<file path="src/can_timing_consts.svh">
// Register offsets, field positions, reset values and timing counts of the CAN timing and page block
`ifndef CAN_TIMING_CONSTS_SVH
`define CAN_TIMING_CONSTS_SVH

// Byte offsets on the register bus
`define OFS_BIT_TIMING_ONE      8'h00
`define OFS_BIT_TIMING_TWO      8'h04
`define OFS_BIT_TIMING_THREE    8'h08
`define OFS_TIMER_PRESCALE_CTRL 8'h0c
`define OFS_TIMER_COUNT         8'h10
`define OFS_TRIGGER_CAPTURE     8'h14
`define OFS_TX_ERROR_COUNT      8'h18
`define OFS_RX_ERROR_COUNT      8'h1c
`define OFS_PRIORITY_OBJECT     8'h20
`define OFS_OBJECT_PAGE_SELECT  8'h24
`define OFS_CONTROLLER_CTRL     8'h28
`define OFS_DATA_WINDOW         8'h2c
`define OFS_OBJECT_IRQ_STATUS   8'h30

// Field positions
`define BT1_PRESCALE_MSB  6
`define BT1_PRESCALE_LSB  1
`define BT2_JUMP_MSB      6
`define BT2_JUMP_LSB      5
`define BT2_PROP_MSB      3
`define BT2_PROP_LSB      1
`define BT3_PH2_MSB       6
`define BT3_PH2_LSB       4
`define BT3_PH1_MSB       3
`define BT3_PH1_LSB       1
`define BT3_TRIPLE_BIT    0
`define PAGE_OBJ_MSB      7
`define PAGE_OBJ_LSB      4
`define PAGE_HOLD_BIT     3
`define PAGE_IDX_MSB      2
`define PAGE_IDX_LSB      0
`define HP_TOP_MSB        7
`define HP_TOP_LSB        4
`define HP_GP_MSB         3
`define HP_GP_LSB         0
`define CTRL_ENABLE_BIT   0

// Reset values
`define RST_BYTE          8'h00
`define RST_WORD          16'h0000
`define NO_PENDING_OBJECT 4'hf

// Timer clock is the I/O clock divided by eight times (prescale + 1)
`define TIMER_DIV_LOW_BITS 3'h7

`endif

</file>
<file path="src/can_timing_pkg.sv">
// Types shared by the CAN timing and page block
package can_timing_pkg;

  // Segments of one nominal bit time
  typedef enum logic [3:0] {
    SEG_SYNC = 4'b0001,
    SEG_PROP = 4'b0010,
    SEG_PH1  = 4'b0100,
    SEG_PH2  = 4'b1000
  } seg_state_t;

endpackage : can_timing_pkg

</file>
<file path="src/can_timing_page.sv">
// CAN bit timing, prescaled timer, error counters, priority indicator and page register
`timescale 1ns/1ns
`include "can_timing_consts.svh"

module can_timing_page #(
  parameter int NUM_OBJ = 6
) (
  input  wire logic               clk_i,
  input  wire logic               rst_i,
  input  wire logic               wb_cyc_i,
  input  wire logic               wb_stb_i,
  input  wire logic               wb_we_i,
  input  wire logic [7:0]         wb_adr_i,
  input  wire logic [3:0]         wb_sel_i,
  input  wire logic [31:0]        wb_dat_i,
  output logic      [31:0]        wb_dat_o,
  output logic                    wb_ack_o,
  input  wire logic               bus_line_pin_i,
  input  wire logic               ttc_capture_i,
  input  wire logic [7:0]         tx_fault_tally_i,
  input  wire logic [7:0]         rx_fault_tally_i,
  input  wire logic [NUM_OBJ-1:0] object_irq_set_i,
  input  wire logic [NUM_OBJ-1:0] object_irq_clr_i,
  input  wire logic [7:0]         buf_rdata_i,
  output logic      [3:0]         buf_obj_o,
  output logic      [2:0]         buf_idx_o,
  output logic                    buf_rd_o,
  output logic                    buf_wr_o,
  output logic      [2:0]         buf_wr_idx_o,
  output logic      [7:0]         buf_wdata_o,
  output logic                    time_quantum_o,
  output logic                    sample_valid_o,
  output logic                    sampled_bit_o,
  output logic                    bit_start_o
);

  ////////////////////////////////////////////////////////////////////////////
  // Register state
  logic [5:0]         quantum_prescale;
  logic [1:0]         jump_width;
  logic [2:0]         prop_len;
  logic [2:0]         phase_two_len;
  logic [2:0]         phase_one_len;
  logic               triple_sample_sel;
  logic [7:0]         timer_prescale;
  logic [15:0]        timer_count_value;
  logic [15:0]        trigger_capture_value;
  logic [7:0]         tx_fault_tally;
  logic [7:0]         rx_fault_tally;
  logic [3:0]         general_purpose_nibble;
  logic [3:0]         top_pending_object;
  logic [3:0]         object_select;
  logic               index_hold_n;
  logic [2:0]         byte_index;
  logic [NUM_OBJ-1:0] object_irq_status;
  logic               ctrl_enable;

  // Bus request is taken while no answer is outstanding
  logic        req;
  logic        wr_req;
  logic        buf_access;
  logic [31:0] next_rdata;

  assign req        = wb_cyc_i & wb_stb_i & ~wb_ack_o;
  assign wr_req     = req & wb_we_i & wb_sel_i[0];
  assign buf_access = req & (wb_adr_i == `OFS_DATA_WINDOW) & (~wb_we_i | wb_sel_i[0]);

  // Low byte write strobe for one register, reused by every writable register
  function automatic logic wr_hit(input logic [7:0] ofs);
    wr_hit = wr_req & (wb_adr_i == ofs);
  endfunction : wr_hit

  ////////////////////////////////////////////////////////////////////////////
  // Wishbone answer: one wait state, unmapped offsets read zero
  always_ff @(posedge clk_i) begin
    if (rst_i) begin
      wb_ack_o <= 1'b0;
      wb_dat_o <= 32'h0000_0000;
    end else begin
      wb_ack_o <= req;
      wb_dat_o <= (req & ~wb_we_i) ? next_rdata : 32'h0000_0000;
    end
  end

  // Read multiplexer; reserved bits come back as zero
  always_comb begin
    next_rdata = 32'h0000_0000;
    case (wb_adr_i)
      `OFS_BIT_TIMING_ONE:      next_rdata[7:0] = {1'b0, quantum_prescale, 1'b0};
      `OFS_BIT_TIMING_TWO:      next_rdata[7:0] = {1'b0, jump_width, 1'b0, prop_len, 1'b0};
      `OFS_BIT_TIMING_THREE:    next_rdata[7:0] = {1'b0, phase_two_len, phase_one_len, triple_sample_sel};
      `OFS_TIMER_PRESCALE_CTRL: next_rdata[7:0] = timer_prescale;
      `OFS_TIMER_COUNT:         next_rdata[15:0] = timer_count_value;
      `OFS_TRIGGER_CAPTURE:     next_rdata[15:0] = trigger_capture_value;
      `OFS_TX_ERROR_COUNT:      next_rdata[7:0] = tx_fault_tally;
      `OFS_RX_ERROR_COUNT:      next_rdata[7:0] = rx_fault_tally;
      `OFS_PRIORITY_OBJECT:     next_rdata[7:0] = {top_pending_object, general_purpose_nibble};
      `OFS_OBJECT_PAGE_SELECT:  next_rdata[7:0] = {object_select, index_hold_n, byte_index};
      `OFS_CONTROLLER_CTRL:     next_rdata[0] = ctrl_enable;
      `OFS_DATA_WINDOW:         next_rdata[7:0] = buf_rdata_i;
      `OFS_OBJECT_IRQ_STATUS:   next_rdata[NUM_OBJ-1:0] = object_irq_status;
      default:                  next_rdata = 32'h0000_0000;
    endcase
  end

  ////////////////////////////////////////////////////////////////////////////
  // Bit timing configuration; reserved bits are simply not stored
  always_ff @(posedge clk_i) begin
    if (rst_i) begin
      quantum_prescale  <= 6'h00;
      jump_width        <= 2'h0;
      prop_len          <= 3'h0;
      phase_two_len     <= 3'h0;
      phase_one_len     <= 3'h0;
      triple_sample_sel <= 1'b0;
    end else begin
      if (wr_hit(`OFS_BIT_TIMING_ONE))
        quantum_prescale <= wb_dat_i[`BT1_PRESCALE_MSB:`BT1_PRESCALE_LSB];
      if (wr_hit(`OFS_BIT_TIMING_TWO)) begin
        jump_width <= wb_dat_i[`BT2_JUMP_MSB:`BT2_JUMP_LSB];
        prop_len   <= wb_dat_i[`BT2_PROP_MSB:`BT2_PROP_LSB];
      end
      if (wr_hit(`OFS_BIT_TIMING_THREE)) begin
        phase_two_len     <= wb_dat_i[`BT3_PH2_MSB:`BT3_PH2_LSB];
        phase_one_len     <= wb_dat_i[`BT3_PH1_MSB:`BT3_PH1_LSB];
        triple_sample_sel <= wb_dat_i[`BT3_TRIPLE_BIT];
      end
    end
  end

  // Timer prescale and controller enable
  always_ff @(posedge clk_i) begin
    if (rst_i) begin
      timer_prescale <= `RST_BYTE;
      ctrl_enable    <= 1'b0;
    end else begin
      if (wr_hit(`OFS_TIMER_PRESCALE_CTRL))
        timer_prescale <= wb_dat_i[7:0];
      if (wr_hit(`OFS_CONTROLLER_CTRL))
        ctrl_enable <= wb_dat_i[`CTRL_ENABLE_BIT];
    end
  end

  ////////////////////////////////////////////////////////////////////////////
  // Page register and data window index
  always_ff @(posedge clk_i) begin
    if (rst_i) begin
      object_select          <= 4'h0;
      index_hold_n           <= 1'b0;
      byte_index             <= 3'h0;
      general_purpose_nibble <= 4'h0;
    end else begin
      if (wr_hit(`OFS_PRIORITY_OBJECT))
        general_purpose_nibble <= wb_dat_i[`HP_GP_MSB:`HP_GP_LSB];
      if (wr_hit(`OFS_OBJECT_PAGE_SELECT)) begin
        object_select <= wb_dat_i[`PAGE_OBJ_MSB:`PAGE_OBJ_LSB];
        index_hold_n  <= wb_dat_i[`PAGE_HOLD_BIT];
        byte_index    <= wb_dat_i[`PAGE_IDX_MSB:`PAGE_IDX_LSB];
      end else if (buf_access && !index_hold_n) begin
        byte_index <= byte_index + 3'h1;  // Wraps 7 to 0
      end
    end
  end

  // Reads are served in the request cycle; writes land one cycle later
  assign buf_obj_o = object_select;
  assign buf_idx_o = byte_index;
  assign buf_rd_o  = buf_access & ~wb_we_i;

  always_ff @(posedge clk_i) begin
    if (rst_i) begin
      buf_wr_o     <= 1'b0;
      buf_wr_idx_o <= 3'h0;
      buf_wdata_o  <= `RST_BYTE;
    end else begin
      buf_wr_o     <= buf_access & wb_we_i;
      buf_wr_idx_o <= byte_index;
      buf_wdata_o  <= wb_dat_i[7:0];
    end
  end

  ////////////////////////////////////////////////////////////////////////////
  // Per-object interrupt status; a set in the clearing cycle wins
  always_ff @(posedge clk_i) begin
    if (rst_i)
      object_irq_status <= '0;
    else
      object_irq_status <= (object_irq_status & ~object_irq_clr_i) | object_irq_set_i;
  end

  // Lowest object number has the highest priority
  always_comb begin
    top_pending_object = `NO_PENDING_OBJECT;
    for (int i = NUM_OBJ - 1; i >= 0; i--) begin
      if (object_irq_status[i])
        top_pending_object = 4'(i);
    end
  end

  // Error counts mirror the protocol engine, registered for a stable read
  always_ff @(posedge clk_i) begin
    if (rst_i) begin
      tx_fault_tally <= `RST_BYTE;
      rx_fault_tally <= `RST_BYTE;
    end else begin
      tx_fault_tally <= tx_fault_tally_i;
      rx_fault_tally <= rx_fault_tally_i;
    end
  end

  ////////////////////////////////////////////////////////////////////////////
  // CAN timer: divider restarts on disable so the first tick is a full period
  logic [10:0] timer_div;
  logic [10:0] timer_div_last;
  logic        timer_tick;

  assign timer_div_last = {timer_prescale, `TIMER_DIV_LOW_BITS};
  assign timer_tick     = ctrl_enable & (timer_div == timer_div_last);

  always_ff @(posedge clk_i) begin
    if (rst_i || !ctrl_enable)
      timer_div <= 11'h000;
    else if (timer_tick)
      timer_div <= 11'h000;
    else
      timer_div <= timer_div + 11'h001;
  end

  always_ff @(posedge clk_i) begin
    if (rst_i) begin
      timer_count_value     <= `RST_WORD;
      trigger_capture_value <= `RST_WORD;
    end else begin
      if (timer_tick)
        timer_count_value <= timer_count_value + 16'h0001;
      if (ttc_capture_i)
        trigger_capture_value <= timer_count_value;
    end
  end

  ////////////////////////////////////////////////////////////////////////////
  // Time quantum prescaler
  logic [5:0] quantum_cnt;
  logic       quantum_tick;

  assign quantum_tick   = ctrl_enable & (quantum_cnt == quantum_prescale);
  assign time_quantum_o = quantum_tick;

  always_ff @(posedge clk_i) begin
    if (rst_i || !ctrl_enable || quantum_tick)
      quantum_cnt <= 6'h00;
    else
      quantum_cnt <= quantum_cnt + 6'h01;
  end

  ////////////////////////////////////////////////////////////////////////////
  // Bit segment sequencer with resynchronisation on falling edges
  can_timing_pkg::seg_state_t seg_state;
  can_timing_pkg::seg_state_t next_seg_state;
  logic [3:0] seg_q;
  logic [3:0] seg_len;
  logic [2:0] ext_q;
  logic       short_q;
  logic [2:0] rx_hist;
  logic       edge_fall;
  logic       seg_done;
  logic       sample_now;
  logic [2:0] jump_quanta;
  logic [3:0] ph2_left;

  assign edge_fall   = rx_hist[0] & ~bus_line_pin_i;
  assign jump_quanta = {1'b0, jump_width} + 3'h1;
  assign ph2_left    = {1'b0, phase_two_len} - seg_q;

  // Segment lengths in quanta, phase one stretched by the first late edge of the bit
  always_comb begin
    case (seg_state)
      can_timing_pkg::SEG_SYNC: seg_len = 4'h1;
      can_timing_pkg::SEG_PROP: seg_len = {1'b0, prop_len} + 4'h1;
      can_timing_pkg::SEG_PH1:  seg_len = {1'b0, phase_one_len} + 4'h1 + {1'b0, ext_q};
      can_timing_pkg::SEG_PH2:  seg_len = {1'b0, phase_two_len} + 4'h1;
      default:                  seg_len = 4'h1;
    endcase
  end

  assign seg_done = quantum_tick & ((seg_q == seg_len - 4'h1) | ((seg_state == can_timing_pkg::SEG_PH2) & short_q));
  assign sample_now = seg_done & (seg_state == can_timing_pkg::SEG_PH1);

  always_comb begin
    case (seg_state)
      can_timing_pkg::SEG_SYNC: next_seg_state = can_timing_pkg::SEG_PROP;
      can_timing_pkg::SEG_PROP: next_seg_state = can_timing_pkg::SEG_PH1;
      can_timing_pkg::SEG_PH1:  next_seg_state = can_timing_pkg::SEG_PH2;
      can_timing_pkg::SEG_PH2:  next_seg_state = can_timing_pkg::SEG_SYNC;
      default:                  next_seg_state = can_timing_pkg::SEG_SYNC;
    endcase
  end

  always_ff @(posedge clk_i) begin
    if (rst_i || !ctrl_enable) begin
      seg_state <= can_timing_pkg::SEG_SYNC;
      seg_q     <= 4'h0;
    end else if (seg_done) begin
      seg_state <= next_seg_state;
      seg_q     <= 4'h0;
    end else if (quantum_tick) begin
      seg_q <= seg_q + 4'h1;
    end
  end

  // Late edge lengthens phase one once per bit; early edge may end phase two
  always_ff @(posedge clk_i) begin
    if (rst_i || !ctrl_enable || (seg_done && seg_state == can_timing_pkg::SEG_PH2)) begin
      ext_q   <= 3'h0;
      short_q <= 1'b0;
    end else begin
      if (edge_fall && ext_q == 3'h0 &&
          (seg_state == can_timing_pkg::SEG_PROP || seg_state == can_timing_pkg::SEG_PH1))
        ext_q <= jump_quanta;
      if (edge_fall && seg_state == can_timing_pkg::SEG_PH2 && ph2_left <= {1'b0, jump_quanta})
        short_q <= 1'b1;  // Shorter than the jump width allows is ignored
    end
  end

  // Three-deep history gives the samples two and one clocks before the point
  always_ff @(posedge clk_i) begin
    if (rst_i)
      rx_hist <= 3'h7;
    else
      rx_hist <= {rx_hist[1:0], bus_line_pin_i};
  end

  // Sampled level; triple mode votes, single mode takes the point itself
  always_ff @(posedge clk_i) begin
    if (rst_i) begin
      sample_valid_o <= 1'b0;
      sampled_bit_o  <= 1'b1;
      bit_start_o    <= 1'b0;
    end else begin
      sample_valid_o <= sample_now;
      bit_start_o    <= seg_done & (seg_state == can_timing_pkg::SEG_PH2);
      if (sample_now && triple_sample_sel)
        sampled_bit_o <= (rx_hist[1] & rx_hist[0]) | (rx_hist[1] & bus_line_pin_i)
                         | (rx_hist[0] & bus_line_pin_i);
      else if (sample_now)
        sampled_bit_o <= bus_line_pin_i;
    end
  end

  logic [11:0] seg_clk;
  logic [10:0] tmr_gap;
  logic        tmr_seen;
  logic [11:0] seg_expect;

  assign seg_expect = {8'h00, seg_len} * ({6'h00, quantum_prescale} + 12'h001);

  // Cycles spent in the current segment and between timer ticks
  always_ff @(posedge clk_i) begin
    if (rst_i || !ctrl_enable || seg_done)
      seg_clk <= 12'h000;
    else
      seg_clk <= seg_clk + 12'h001;
  end

  always_ff @(posedge clk_i) begin
    if (rst_i || !ctrl_enable) begin
      tmr_gap  <= 11'h000;
      tmr_seen <= 1'b0;
    end else if (timer_tick) begin
      tmr_gap  <= 11'h000;
      tmr_seen <= 1'b1;
    end else begin
      tmr_gap <= tmr_gap + 11'h001;
    end
  end
endmodule : can_timing_page

</file>
<file path="config.mk">
export PLATFORM = sky130hd
export DESIGN_NAME = can_timing_page
export DESIGN_NICKNAME = d
export VERILOG_FILES = /design/src/can_timing_pkg.sv /design/src/can_timing_page.sv
export VERILOG_INCLUDE_DIRS = /design/src
export SDC_FILE = /design/constraint.sdc
export NUM_CORES = 1
export LEC_CHECK = 0
export ABC_AREA = 1
export BUFFER_PORTS_ARGS = -buffer_cell sky130_fd_sc_hd__buf_2
export CAP_MARGIN = 15
export CELL_PAD_IN_SITES_DETAIL_PLACEMENT = 0
export CELL_PAD_IN_SITES_GLOBAL_PLACEMENT = 1
export CORE_MARGIN = 2
export CORE_UTILIZATION = 43
export DETAILED_ROUTE_END_ITERATION = 12
export GPL_ROUTABILITY_DRIVEN = 1
export PLACE_DENSITY_LB_ADDON = 0.05
export SLEW_MARGIN = 20
export SYNTH_ARGS = -nofsm -noshare
export SYNTH_HDL_FRONTEND = slang
export SYNTH_SLANG_ARGS = --single-unit
</file>
<file path="constraint.sdc">
create_clock -name clk_i -period 5.26 [get_ports clk_i]
set_input_delay 0.789 -clock clk_i [delete_from_list [all_inputs] [get_ports clk_i]]
set_output_delay 0.789 -clock clk_i [all_outputs]
set_load 0.1 [all_outputs]
</file>
### Word-level counts from Yosys, hierarchy flattened

Cells that the tools add are included.

* reduce and logical (&&, ||, !) cells: 20
* mux-type cells: 16
* bitwise operators: 37
* add/subtract/negate cells: 12
* equality and inequality tests: 19
* $lt $le $gt $ge: 1

Operator list (number)
* $pmux 5 s12: 1
* $eq 8x6->1 const B: 5
* $eq 8x5->1 const B: 4
* $and 1x1->1: 26
* $mux 4: 6
* $pmux 4 s3: 2
* $pmux 2 s11: 1
* $add 16x1->16 const B: 1
* $eq 8x4->1 const B: 2
* $pmux 8 s2: 1
* $add 3x1->4 const B: 3
* $add 11x1->11 const B: 1
* $eq 11x11->1: 1
* $pmux 1 s11: 1
* $eq 8x3->1 const B: 1
* $logic_not 8->1: 1
* $logic_and 1x1->1: 7
* $add 6x1->6 const B: 1
* $and 6x6->6: 1
* $eq 6x6->1: 1
* $mux 3: 2
* $not 6->6: 1
* $or 6x6->6: 1
* $reduce_or 2->1: 3
* 19 further kinds: 31

* flip-flop bits (word level): 172
* word-level logic and storage cells: 138
* bits of input ports: 87
* output and inout port bits: 57

### Logic depth before layout (Yosys ltp)

* word-level depth: 10
* depth in mapped cells: 20
* mapped depth without buffers: 20

### Least setup slack after synthesis

Ideal clock, no wire load.

* path kind: input-to-output
* start point: input port wb_adr_i[7]
* end point: output port buf_rd_o
* required time: 4.471 ns
* stages on the path: 5
* path slack: 0.306 ns
* arrival time: 4.165 ns
* cells stage by stage: nor2_1 nand2_1 nor2_1 nand2_1 nor4_1

* longest elaborated chain between the ends: 4

RTL lines
* start: declaration: RTL line can_timing_page.sv:13 `input wire logic [7:0] wb_adr_i,`
* $eq 8x6->1
* $and 1x1->1 (2 in series): RTL line can_timing_page.sv:66 `` assign buf_access = req & (wb_adr_i == `OFS_DATA_WINDOW) & (~wb_we_i | wb_sel_i[0]); ``
* $and 1x1->1: RTL line can_timing_page.sv:168 `assign buf_rd_o = buf_access & ~wb_we_i;`
* end: declaration: RTL line can_timing_page.sv:27 `output logic buf_rd_o,`

Every way passes these cells.

### Final worst setup path

* start point: register ctrl_enable
* end point: output port time_quantum_o

* longest elaborated chain between the ends: 1

RTL lines
* start: declaration: RTL line can_timing_page.sv:56 `logic ctrl_enable;`
* start signal: assignment: RTL line can_timing_page.sv:140 `` ctrl_enable <= wb_dat_i[`CTRL_ENABLE_BIT]; ``
* $and 1x1->1: RTL line can_timing_page.sv:246 `assign quantum_tick = ctrl_enable & (quantum_cnt == quantum_prescale);`
* end: declaration: RTL line can_timing_page.sv:31 `output logic time_quantum_o,`

Every way passes these cells.

==> qor.txt <==
worst hold path type: flip-flop to flip-flop
# IOs: 144
RSZ-0062 raised after global routing: no
maximum VDD drop: 0.224 mV
leakage: 0.00355 uW
hold worst-path end: timer_div[0]
CP required: 4.47 ns
Worst R2R Start: seg_state[2]
ratio of final minimum period to clock period: 63.2%
Worst setup SP type: flip-flop
Post-synth top cells: dfxtp_1, nand2_1, nor2_1
Die H: 133 um
GRT overflow: 0
Hold-fix buffers, CTS: 0
crit path kind: flip-flop to primary output
count leader, synth: dfxtp_1
clock buffer depth: 2
die area: 0.0176 mm^2
Area after DPL: 0.00776 mm^2
initial core utilization: 43.4%
Final Hold Vio Count: 0
vias in the first global route: 5,860
worst-skew pair later-pin latency: 0.42 ns
sequential share of the synthesized area: 43.8%
pwr dens: 312 mW/mm^2
Core Area: 0.0164 mm^2
PortBufs: 100
status: complete, no violations
post-synthesis area per instance: 7.45 um^2
Worst R2R Path Depth: 17
WL/cell: 15.5 um
first-pass GRT wire length: 31,500 um
Primary FF master, synth: dfxtp_1
antenna fix cells: 0
setup TNS: 0 ns
setup bufs post-CTS: 0
Hold Path Origin: timer_div[0]
area grow syn2layout: 17.2%
Max Cap Viol: 0
final RePlAce weighted congestion: 0.829
Final #Nets: 1,161
layout cell share with drive strength beyond 1: 15.4%
Mapped Area: 0.00712 mm^2
skew final: 0.00768 ns
Post-synth EDFFs: 0
post_cts resized: 0
routed vias: 6,365
gate count after technology mapping: 956
htree depth: 4
Iter 0 DRT Violations: 355
r2r endpoint: ext_q[2]
hold path depth: 1
Final min period: 3.33 ns
Synth top area share: 43.8%
Yosys reg bits: 156
CTS tree: yes
DRC: 0
row cnt: 47
crit path max fanout: 8
Clk Tree Root Cell: clkbuf_16
largest net degree at the start of global routing: 61
Final Setup Violations: 0
initial antenna violation count: 0
Synth Warn #: 0
arrival time worst endpoint: 2.54 ns
Worst Setup SP: ctrl_enable
post-synthesis async set-or-reset flop share: 0%
Least-Margin Pin Slew: 0.924 ns
vias per cell: 4.94
Clock Sink Count: 156
DRT Pass-1 Iters: 5
area leader, netlist: dfxtp_1
dpl hpwl: 14,800 um
worst rel slew slack: 38.3%
count of pins over their slew limit: 0
Netlist cell types: 48
Synth area leaders: dfxtp_1, nand2_1, nor2_1, inv_1, a21oi_1
maximum operating frequency: 301 MHz
reg2reg setup slack: 2.54 ns
Routed Antenna Nets: 0
Setup crit end kind: primary output
total CTS buffers: 17
Die Wd: 133 um
Tot GR Track Use: 23.1%
final instance area: 0.00835 mm^2
Reg clk slew, reported paths: 0.07 ns
Total Routed Length: 19,900 um
-- sequential cells by signal, indices dropped and copies added (netlist names), 4 cells and up --
register,flops
buf_obj_o,4
buf_wdata_o,8
general_purpose_nibble,4
object_irq_status,6
quantum_cnt,6
quantum_prescale,6
rx_fault_tally,8
seg_q,4
seg_state,4
timer_count_value,16
timer_div,11
timer_prescale,8
trigger_capture_value,16
tx_fault_tally,8
wb_dat_o,16
-- kinds of logic after synthesis --
family | after synthesis | share of synthesized area, %
other | 1 | 0.0526
DFF | 156 | 43.8
xor gates and xnor gates | 28 | 3.44
AOI/OAI and AO/OA | 210 | 16.3
buffers and inverters | 173 | 10.0
adders and majority gates | 19 | 3.55
and+or+nand+nor | 369 | 22.8
-- worst max path at each step --
| stage | cells after the start | slack [ns] | end |
|---|---|---|---|
| global route | 5 | 1.70 | time_quantum_o |
| CTS | 5 | 1.92 | time_quantum_o |
| global placement | 7 | 2.24 | buf_rd_o |
| finish | 5 | 1.93 | time_quantum_o |
| floorplan | 5 | 0.31 | buf_rd_o |
| detailed placement | 7 | 2.21 | buf_rd_o |
-- per-stage QoR --
stage                     std cells  total power, uW  hold WS [ns]  setup slack (ns)  utilization [%]
after floorplan                 971             1370         0.418             0.306                -
after global placement         1256             1400         0.433              2.24             47.3
final                          1288             2610         0.455              1.93             50.9
after global routing           1288             2690         0.476              1.70             50.9
after detailed placement       1256             1400         0.445              2.21             47.3
after CTS                      1288             2620         0.456              1.92             50.9
-- routing by layer --
layer	global-route usage [%]	wire, um	vias up
met3	4.94	1030	13
met4	5.62	252	0
met1	31.9	9670	2900
met5	0	0	-
met2	36.8	8990	160
li1	-	-	3292
-- layout by cell type, fill, tap and decap left out, types with 6 or more instances in the layout --
| cell | count |
|---|---|
| xor2_1 | 22 |
| nor4_1 | 9 |
| dfxtp_1 | 156 |
| nand2_2 | 7 |
| nand4_1 | 11 |
| inv_1 | 123 |
| conb_1 | 16 |
| nand2_1 | 147 |
| buf_2 | 100 |
| a221oi_1 | 10 |
| ha_1 | 17 |
| inv_2 | 9 |
| nand3_1 | 29 |
| nor2_1 | 127 |
| o21ai_0 | 81 |
| nor3_1 | 14 |
| clkbuf_16 | 17 |
| a21oi_1 | 88 |
| xnor2_1 | 6 |
-- where the power goes --
| part | switching, uW | internal (uW) | leakage [uW] |
|---|---|---|---|
| clock network | 512 | 719 | 0.000275 |
| logic | 135 | 33.0 | 0.00201 |
| registers | 8.06 | 1200 | 0.00127 |
| total | 655 | 1950 | 0.00355 |
-- critical path: stages, from the launching register on --
cell       delay (ns)
dfxtp_1          0.50
o21ai_0          0.13
a2111oi_0        0.43
nand2_1          0.31
clkinv_1         0.27
buf_2            0.47
-- layout make-up --
type / instances / area, um^2
Tap cell: 220 / 275
Clock inverter: 11 / 135
Inverter: 137 / 514
Clock buffer: 21 / 450
Timing Repair Buffer: 101 / 508
Fill cell: 1725 / 8060
Multi-Input combinational cell: 642 / 3340
Sequential cell: 156 / 3120
Power figures use the tool's default switching activity.
